**config.mk**
```make
export PLATFORM = sky130hd
export DESIGN_NAME = over_voltage_guard_ctrl
export DESIGN_NICKNAME = d
export VERILOG_FILES = /design/src/core/ovg_pkg.sv /design/src/core/over_voltage_guard_ctrl.sv /design/src/core/cmp_debounce.sv
export SDC_FILE = /design/constraint.sdc
export NUM_CORES = 1
export LEC_CHECK = 0
export CORE_MARGIN = 3
export CORE_UTILIZATION = 65
export DETAILED_ROUTE_END_ITERATION = 16
export DONT_BUFFER_PORTS = 1
export GPL_TIMING_DRIVEN = 0
export HOLD_SLACK_MARGIN = 0.06
export PLACE_DENSITY = 0.9
export SKIP_LAST_GASP = 1
export SYNTH_ARGS = -nofsm -noshare
export SYNTH_HDL_FRONTEND = slang
export SYNTH_SLANG_ARGS = --single-unit
```
**constraint.sdc**
```tcl
create_clock -name clk_sys -period 2.76 [get_ports clk_sys]
set_input_delay 0.552 -clock clk_sys [delete_from_list [all_inputs] [get_ports clk_sys]]
set_output_delay 0.552 -clock clk_sys [all_outputs]
set_load 0.05 [all_outputs]
```
**src/core/ovg_pkg.sv**
```systemverilog
// Function
// - Enable clear powers down comparator and DAC
// - Hysteresis bit drives comparator hysteresis enable
// - Reference select picks supply or external pin
// - Debounce field picks none, 8, 16, 32 clocks
// - Status bit shows comparator result
// - Mode bit selects normal or offset calibration
// - Calibration reference from negative or positive input
// - Five-bit offset trim resets to 10000
// - DAC output is reference over 256 times code
// - Unused first-register bits read zero
// - Comparator compares sense pin with DAC reference
// - Over-voltage event raises protection interrupt request
// - Mode and reference select drive the three switches
package ovg_pkg;

  // Register addresses on the plain register port
  localparam logic [1:0] ADDR_PROTECT_CTRL = 2'h0;
  localparam logic [1:0] ADDR_TRIM_CTRL    = 2'h1;
  localparam logic [1:0] ADDR_DAC_CODE     = 2'h2;

  // Field positions in protect_control
  localparam int BIT_PROTECT_EN  = 5;
  localparam int BIT_HYST_EN     = 4;
  localparam int BIT_DAC_REF_SEL = 2;
  localparam int BIT_DEB_HI      = 1;
  localparam int BIT_DEB_LO      = 0;

  // Field positions in comparator_trim_control
  localparam int BIT_CMP_RESULT  = 7;
  localparam int BIT_CAL_MODE    = 6;
  localparam int BIT_CAL_REF_SEL = 5;
  localparam int BIT_TRIM_HI     = 4;
  localparam int BIT_TRIM_LO     = 0;

  // Values after reset
  localparam logic       PROTECT_EN_RST  = 1'h0;
  localparam logic       HYST_EN_RST     = 1'h0;
  localparam logic       DAC_REF_SEL_RST = 1'h0;
  localparam logic [1:0] DEB_SEL_RST     = 2'h0;
  localparam logic       CAL_MODE_RST    = 1'h0;
  localparam logic       CAL_REF_SEL_RST = 1'h0;
  localparam logic [4:0] TRIM_RST        = 5'h10;
  localparam logic [7:0] DAC_CODE_RST    = 8'h00;

  // Debounce limits in system clocks (change after limit+1 stable cycles)
  localparam logic [5:0] DEB_LIMIT_NONE = 6'h00;
  localparam logic [5:0] DEB_LIMIT_8    = 6'h07;
  localparam logic [5:0] DEB_LIMIT_16   = 6'h0f;
  localparam logic [5:0] DEB_LIMIT_32   = 6'h1f;

  // System clock period
  localparam int CLK_PERIOD_NS = 25;

endpackage : ovg_pkg

```
**src/core/over_voltage_guard_ctrl.sv**
```systemverilog
// The address map and the strobed register port are this design's own decisions.
`timescale 1ns/1ps
module over_voltage_guard_ctrl
  import ovg_pkg::*;
(
  input  wire logic       clk_sys,
  input  wire logic       rst_b,
  input  wire logic [1:0] reg_addr,
  input  wire logic [7:0] reg_wdata,
  input  wire logic       reg_wr,
  input  wire logic       reg_rd,
  output logic      [7:0] reg_rdata,
  input  wire logic       cmp_raw,
  output logic            cmp_power_en,
  output logic            dac_power_en,
  output logic            cmp_hysteresis_en,
  output logic            dac_ref_select,
  output logic      [7:0] threshold_dac_code,
  output logic      [4:0] offset_trim,
  output logic            cal_mode,
  output logic            cal_ref_select,
  output logic      [2:0] switch_close,
  output logic            irq_req
);

  // Software-visible control state
  logic       protect_enable_q;
  logic       hyst_q;
  logic       ref_sel_q;
  logic [1:0] debounce_select_q;
  logic       cal_mode_q;
  logic       cal_ref_q;
  logic [4:0] trim_q;
  logic [7:0] dac_code_q;
  logic [7:0] rdata_q;
  logic [2:0] switch_q;
  logic       irq_q;

  // Comparator sampling path
  logic       cmp_meta_q;
  logic       cmp_sync_q;
  logic       cmp_result;
  logic       cmp_rise;
  logic [5:0] deb_limit;

  // Switch pattern for a given mode and calibration reference
  function automatic logic [2:0] switch_map(input logic mode, input logic cref);
    logic [2:0] s;
    s = 3'h0;
    if (!mode) begin
      s = 3'h3;
    end else if (!cref) begin
      s = 3'h6;
    end else begin
      s = 3'h1;
    end
    return s;
  endfunction : switch_map

  // Debounce field to stability limit
  function automatic logic [5:0] deb_map(input logic [1:0] sel);
    logic [5:0] l;
    l = DEB_LIMIT_NONE;
    case (sel)
      2'h0:    l = DEB_LIMIT_NONE;
      2'h1:    l = DEB_LIMIT_8;
      2'h2:    l = DEB_LIMIT_16;
      2'h3:    l = DEB_LIMIT_32;
      default: l = DEB_LIMIT_NONE;
    endcase
    return l;
  endfunction : deb_map

  // protect_control writes
  always_ff @(posedge clk_sys) begin
    if (!rst_b) begin
      protect_enable_q  <= PROTECT_EN_RST;
      hyst_q            <= HYST_EN_RST;
      ref_sel_q         <= DAC_REF_SEL_RST;
      debounce_select_q <= DEB_SEL_RST;
    end else if (reg_wr && reg_addr == ADDR_PROTECT_CTRL) begin
      protect_enable_q  <= reg_wdata[BIT_PROTECT_EN];
      hyst_q            <= reg_wdata[BIT_HYST_EN];
      ref_sel_q         <= reg_wdata[BIT_DAC_REF_SEL];
      debounce_select_q <= reg_wdata[BIT_DEB_HI:BIT_DEB_LO];
    end
  end

  // comparator_trim_control writes; result bit is read only
  always_ff @(posedge clk_sys) begin
    if (!rst_b) begin
      cal_mode_q <= CAL_MODE_RST;
      cal_ref_q  <= CAL_REF_SEL_RST;
      trim_q     <= TRIM_RST;
    end else if (reg_wr && reg_addr == ADDR_TRIM_CTRL) begin
      cal_mode_q <= reg_wdata[BIT_CAL_MODE];
      cal_ref_q  <= reg_wdata[BIT_CAL_REF_SEL];
      trim_q     <= reg_wdata[BIT_TRIM_HI:BIT_TRIM_LO];
    end
  end

  // threshold_dac_code writes
  always_ff @(posedge clk_sys) begin
    if (!rst_b) begin
      dac_code_q <= DAC_CODE_RST;
    end else if (reg_wr && reg_addr == ADDR_DAC_CODE) begin
      dac_code_q <= reg_wdata;
    end
  end

  // Read data valid only in the cycle after the strobe
  always_ff @(posedge clk_sys) begin
    if (!rst_b || !reg_rd) begin
      rdata_q <= 8'h00;
    end else begin
      case (reg_addr)
        ADDR_PROTECT_CTRL: begin
          rdata_q <= {2'h0, protect_enable_q, hyst_q, 1'b0,
                      ref_sel_q, debounce_select_q};
        end
        ADDR_TRIM_CTRL: begin
          rdata_q <= {cmp_result, cal_mode_q, cal_ref_q, trim_q};
        end
        ADDR_DAC_CODE: begin
          rdata_q <= dac_code_q;
        end
        default: begin
          rdata_q <= 8'h00;
        end
      endcase
    end
  end

  // Two-stage synchroniser for the analog comparator output
  always_ff @(posedge clk_sys) begin
    if (!rst_b) begin
      cmp_meta_q <= 1'b0;
      cmp_sync_q <= 1'b0;
    end else begin
      cmp_meta_q <= cmp_raw;
      cmp_sync_q <= cmp_meta_q;
    end
  end

  assign deb_limit = deb_map(debounce_select_q);

  // Filter is held cleared while the function is off
  cmp_debounce #(
    .CNT_W (6)
  ) u_debounce (
    .clk_sys (clk_sys),
    .rst_b   (rst_b),
    .enable  (protect_enable_q),
    .sample  (cmp_sync_q),
    .limit   (deb_limit),
    .level_q (cmp_result),
    .rise_q  (cmp_rise)
  );

  // Analog switch drive
  always_ff @(posedge clk_sys) begin
    if (!rst_b) begin
      switch_q <= switch_map(CAL_MODE_RST, CAL_REF_SEL_RST);
    end else begin
      switch_q <= switch_map(cal_mode_q, cal_ref_q);
    end
  end

  // Over-voltage request pulse
  always_ff @(posedge clk_sys) begin
    if (!rst_b) begin
      irq_q <= 1'b0;
    end else begin
      irq_q <= cmp_rise && protect_enable_q && !cal_mode_q;
    end
  end

  // Outputs straight from flip-flops
  assign reg_rdata          = rdata_q;
  assign cmp_power_en       = protect_enable_q;
  assign dac_power_en       = protect_enable_q;
  assign cmp_hysteresis_en  = hyst_q;
  assign dac_ref_select     = ref_sel_q;
  assign threshold_dac_code = dac_code_q;
  assign offset_trim        = trim_q;
  assign cal_mode           = cal_mode_q;
  assign cal_ref_select     = cal_ref_q;
  assign switch_close       = switch_q;
  assign irq_req            = irq_q;
endmodule : over_voltage_guard_ctrl

```
**src/core/cmp_debounce.sv**
```systemverilog
`timescale 1ns/1ps
module cmp_debounce
  import ovg_pkg::*;
#(
  parameter int CNT_W = 6
) (
  input  wire logic             clk_sys,
  input  wire logic             rst_b,
  input  wire logic             enable,
  input  wire logic             sample,
  input  wire logic [CNT_W-1:0] limit,
  output logic                  level_q,
  output logic                  rise_q
);

  logic [CNT_W-1:0] cnt_q;

  // Stability counter and filtered level
  always_ff @(posedge clk_sys) begin
    if (!rst_b || !enable) begin
      cnt_q   <= '0;
      level_q <= 1'b0;
    end else if (sample == level_q) begin
      cnt_q   <= '0;
    end else if (cnt_q >= limit) begin
      cnt_q   <= '0;
      level_q <= sample;
    end else begin
      cnt_q   <= cnt_q + 1'b1;
    end
  end

  // One-cycle pulse on a filtered low-to-high change
  always_ff @(posedge clk_sys) begin
    if (!rst_b || !enable) begin
      rise_q <= 1'b0;
    end else begin
      rise_q <= (sample != level_q) && (cnt_q >= limit) && sample;
    end
  end

endmodule : cmp_debounce

```
# Word-level counts from Yosys, hierarchy flattened
# Cells that the tools add are included.
[totals] ff_bits=42 wordCells=47 output_inout_bits=31 in_bits=15
[op_classes] bitwise=1 magnitude_cmp=1 eq_ne=7 mux=3 n_reduce_logical=18 addsub=1
[op_table] op="one-hot mux 6 bit (4 select lines)" count=1
[op_table] op="one-hot mux 8 bit (3 select lines)" count=1
[op_table] op="logical AND 1 bit" count=7
[op_table] op="adder 6 x 1 -> 6 bit (second input constant)" count=1
[op_table] op="== test 2 bit (second input constant)" count=3
[op_table] op=">= comparator 6 bit" count=1
[op_table] op="== test 2 x 1 -> 1 bit (second input constant)" count=2
[op_table] op="logical NOT 1 bit" count=4
[op_table] op="logical NOT 2 bit" count=2
[op_table] op="AND reduction 2 bit" count=2
[op_table] op="2-to-1 mux 3 bit" count=1
[op_table] op="OR reduction 3 bit" count=1
[op_table] op="logical OR 1 bit" count=2
[op_table] op="== test 1 bit" count=1
[op_table] op="!= test 1 bit" count=1
[op_table] op="NOT 1 bit" count=1

# Depth between registers and ports, before layout
[depth] depth_word=5 ltp_mapped=7 ltp_nobuf=7

# By module
# A second synthesis with hierarchy kept.
[hier_totals] cells_unflattened=184 hier_area_um2=1765.4
[by_module_without_submodules] module="over_voltage_guard_ctrl" cells_per_inst=133 seq_area_each_um2=680.7 area_per_inst_um2=1313.8 n_inst=1
[by_module_without_submodules] module="cmp_debounce" cells_per_inst=51 seq_area_each_um2=160.2 area_per_inst_um2=451.7 n_inst=1

# Worst setup path before layout
# No wires, ideal clock.
[synth_timing] kind="reg2reg" startpoint="register debounce_select_q[0]" endpoint="register u_debounce.level_q" n_path_buf=0 t_arrival_ns=1.483 synth_period_minus_slack_ns=1.555 setup_time_ns=0.072 required_time_ns=2.688 path_stages_with_launch=7 path_slack_ns=1.205 path_cell_list="dfxtp_1 -> or2_2 -> ha_1 -> nand2b_1 -> a21oi_1 -> o21a_1 -> mux2i_1"
[synth_via] elab_chain_cells=4 elab_cells_between_ends=7 classes_between="order compare: 1; eq/ne: 3; mux: 1; reduce/logical: 2"
[synth_lines] item="start: declaration" line="over_voltage_guard_ctrl.sv:30" text="logic [1:0] debounce_select_q;"
[synth_lines] item="start signal: assignment" line="over_voltage_guard_ctrl.sv:85" text="debounce_select_q <= reg_wdata[BIT_DEB_HI:BIT_DEB_LO];"
[synth_lines] item="== test 2 bit, or another cell as far along" line="over_voltage_guard_ctrl.sv:64" text="case (sel)"
[synth_lines] item="one-hot mux 6 bit (4 select lines) (*)" line="over_voltage_guard_ctrl.sv:64"
[synth_lines] item=">= comparator 6 bit (*)" line="cmp_debounce.sv:25" text="end else if (cnt_q >= limit) begin"
[synth_lines] item="AND reduction 2 bit (no source line) (*)"
[synth_lines] item="end signal: assignment" line="cmp_debounce.sv:27" text="level_q <= sample;"
[synth_lines] item="end: declaration" line="cmp_debounce.sv:12" text="output logic level_q,"
# Every way passes the cells marked *; elsewhere a longest branch is shown, timed or not. The select of a mux whose other input is x is not followed.
# A chain may end at the register's enable or synchronous reset.

# Final worst setup path
[layout_timing] startpoint="register protect_enable_q, in the netlist cmp_power_en" endpoint="output port dac_power_en"
[layout_rtl] item="start: declaration" line="over_voltage_guard_ctrl.sv:27" text="logic protect_enable_q;"
[layout_rtl] item="start signal: assignment" line="over_voltage_guard_ctrl.sv:82" text="protect_enable_q <= reg_wdata[BIT_PROTECT_EN];"
[layout_rtl] item="end: declaration" line="over_voltage_guard_ctrl.sv:15" text="output logic dac_power_en,"
# No word-level cell between the ends.

==> flow_summary.ini <==
[sta]
worst_pin_slew_ns = 0.679
finalCritPeriodShare = 0.723
setup_violations = 0
finalMaxSlewViolations = 0
rsz0062_at_grt = false
fmax_mhz = 501
fin_crit_ns = 1.99
hold_violations = 0
relSlewSlack = 0.546
fin_skew_ns = 0.0103
setup_tns_ns = 0

[global_routing]
antenna_found_initial = 0
grt_use_met3 = 0.102
busiest_layer = met2
grt-ovfl-total = 0
met1_usage = 0.288
grt_pass1_wl_mm = 6.27
grt_pass1_vias = 1335
gr-usage-met2 = 0.415
track_usage = 0.250
grt_max_degree = 14

[synth]
synth_top_area_frac = 0.484
synthArstFlopShare = 0
synthTopCellsByArea = dfxtp_1, nand3_1, mux2i_1
yosysUniqueCellTypes = 31
synth_common_cells = dfxtp_1, nand3_1, nand2_1, nor2_1, a21boi_0
synth.most_common_cell = dfxtp_1
synth_area_leader_cell = dfxtp_1
synthFlopType = dfxtp_1
synth_area_per_cell_um2 = 9.34
syn-num-nets = 207
syn_inst = 186
synth_warnings = 0
netlist_area_um2 = 1740
synth_edf_count = 0
ys_seq_area_frac = 0.484
synth-seq-cells = 42

[detailed_routing]
viasPerCell = 5.96
drt_wl_total_mm = 3.82
dr_total_vias = 1335
firstDrtPassIters = 4
antenna_left = 0
drc = 0
routedWlPerCell_um = 17.0
first_iter_violations = 74

[cells_and_area]
area_growth_pct = 6.62
n_antenna_cell = 0
utilization = 0.741
layout.nets = 214
drive_gt1_frac = 0.108

[hold_path]
min-delay-start = cmp_raw
worstHoldPathType = input pin to flop

[cts]
cts_tree = done
cts_hold_buf = 0
cts.htree.levels = 2
post_cts_resized = 0
clk_latency_ns = 0.35
clkSinkCount = 42
post_cts_buffers = 0
cts_buffers = 5
clk_pin_slew_ns = 0.12
clock-root-buffer = clkbuf_4
cts.path.max_buffers = 2

[floorplan]
start_util = 0.695
dieArea_um2 = 3330
row_count = 18
core_area_um2 = 2500
die-height_um = 57.7
io_pins = 46
die_w_um = 57.7

[power]
p_leak_nw = 0.702
powerDensity_nw_per_um2 = 611
irDropWorstVdd_mv = 0.623

[flow_run]
cap_violations = 0

[critical_path]
crit_arrival_ns = 1.44
worstReg2RegStart = debounce_select_q[0]
path_cells = buf_4
crit_slowest_cell = dfxtp_1
startpoint = cmp_power_en
critPathKind = flop to output pin
max_stage_delay_ns = 0.78
worst_ep_required_time_ns = 2.21
cp-start-kind = flop
worstPathMaxFanout = 7
endpoint_kind = output pin
crit_buf_inv = 1
path_delay_family = flip-flops

[placement]
gp_congestion = 0.855
io_buffers = 0
hpwl_mm = 2.68

[run_status]
status = completed
layer usage:
| layer | share of wire | vias up |
|---|---|---|
| met5 | 0 | - |
| met4 | 0.020 | 0 |
| met1 | 0.36 | 638 |
| met3 | 0.081 | 9 |
| met2 | 0.54 | 48 |
| li1 | - | 640 |
flip-flops by register name, indices dropped and copies added (netlist names), 2 cells and up:
name and cells:
reg_rdata 8, threshold_dac_code 8, u_debounce.cnt_q 6, offset_trim 5
switch_close 3, debounce_select_q 2
logic make-up (layout without fill, tap and decap cells):
group	Yosys count	after routing	share of synthesized area
xor gates and xnor gates	5	5	0.0252
DFF	42	42	0.484
buffers and inverters	15	23	0.0504
adders and majority gates	6	6	0.0432
AOI/OAI and AO/OA	28	28	0.114
muxes	10	10	0.0576
and+or+nand+nor	80	80	0.226
worst paths after layout:
| kind | end | slack [ns] | cells past startpoint |
|---|---|---|---|
| setup / recovery | dac_power_en | 0.77 | 1 |
| hold / removal | cmp_meta_q | 0.32 | 1 |
| setup reg to reg | u_debounce.cnt_q[3] | 1.04 | 6 |
| hold reg to reg | cmp_sync_q | 0.46 | 1 |
power breakdown:
group	internal [mW]	switching, mW
Clock	0.188	0.196
Sequential	0.619	0.0497
Combinational	0.0331	0.0462
Total	0.840	0.292
cell usage in the layout, fill, tap and decap left out:
| cell | Yosys | routed |
|---|---|---|
| dfxtp_1 | 42 | 42 |
| nand3_1 | 21 | 21 |
| nand2_1 | 20 | 20 |
| nor2_1 | 20 | 20 |
| a21boi_0 | 12 | 12 |
| mux2i_1 | 10 | 10 |
| nor2b_1 | 7 | 7 |
| a21oi_1 | 7 | 7 |
| buf_4 | 6 | 6 |
| ha_1 | 6 | 6 |
| clkbuf_4 | 0 | 5 |
| inv_1 | 4 | 4 |
| clkbuf_1 | 3 | 3 |
| a22oi_1 | 3 | 3 |
| xnor2_1 | 3 | 3 |
| or2_2 | 2 | 2 |
| a21boi_1 | 2 | 2 |
| and2_1 | 2 | 2 |
| and3_1 | 2 | 2 |
| xor2_1 | 2 | 2 |
| clkinv_2 | 0 | 2 |
| buf_6 | 1 | 1 |
| nand2_2 | 1 | 1 |
| buf_2 | 1 | 1 |
| nand4b_1 | 1 | 1 |
| nand2b_1 | 1 | 1 |
| a21o_1 | 1 | 1 |
| a211oi_2 | 1 | 1 |
| o21a_1 | 1 | 1 |
| nor3b_4 | 1 | 1 |
| o211ai_1 | 1 | 1 |
| nor3b_1 | 1 | 1 |
| nor4b_1 | 1 | 1 |
| bufinv_16 | 0 | 1 |
final cells by class:
cell class	instances	area (um2)
flip-flops and latches	42	841
multi-input cells	129	810
fillers	200	647
plain buffers	11	72.6
clock inverters	3	40.0
clock buffers	5	37.5
well taps	30	37.5
inverters	4	15.0
through the flow:
stage / cell area, um2 / std cells / hold WS, ns / power [mW] / worst slack, ns
floorplan: 1740 / 186 / 0.412 / 0.743 / 1.21
global placement: 1780 / 216 / 0.426 / 0.758 / 1.14
detailed placement: 1780 / 216 / 0.424 / 0.762 / 1.06
finish: 1850 / 224 / 0.323 / 1.13 / 0.765
global route: 1850 / 224 / 0.299 / 1.17 / 0.714
CTS: 1850 / 224 / 0.310 / 1.14 / 0.751
No activity file was read; power rests on OpenSTA's default activity.
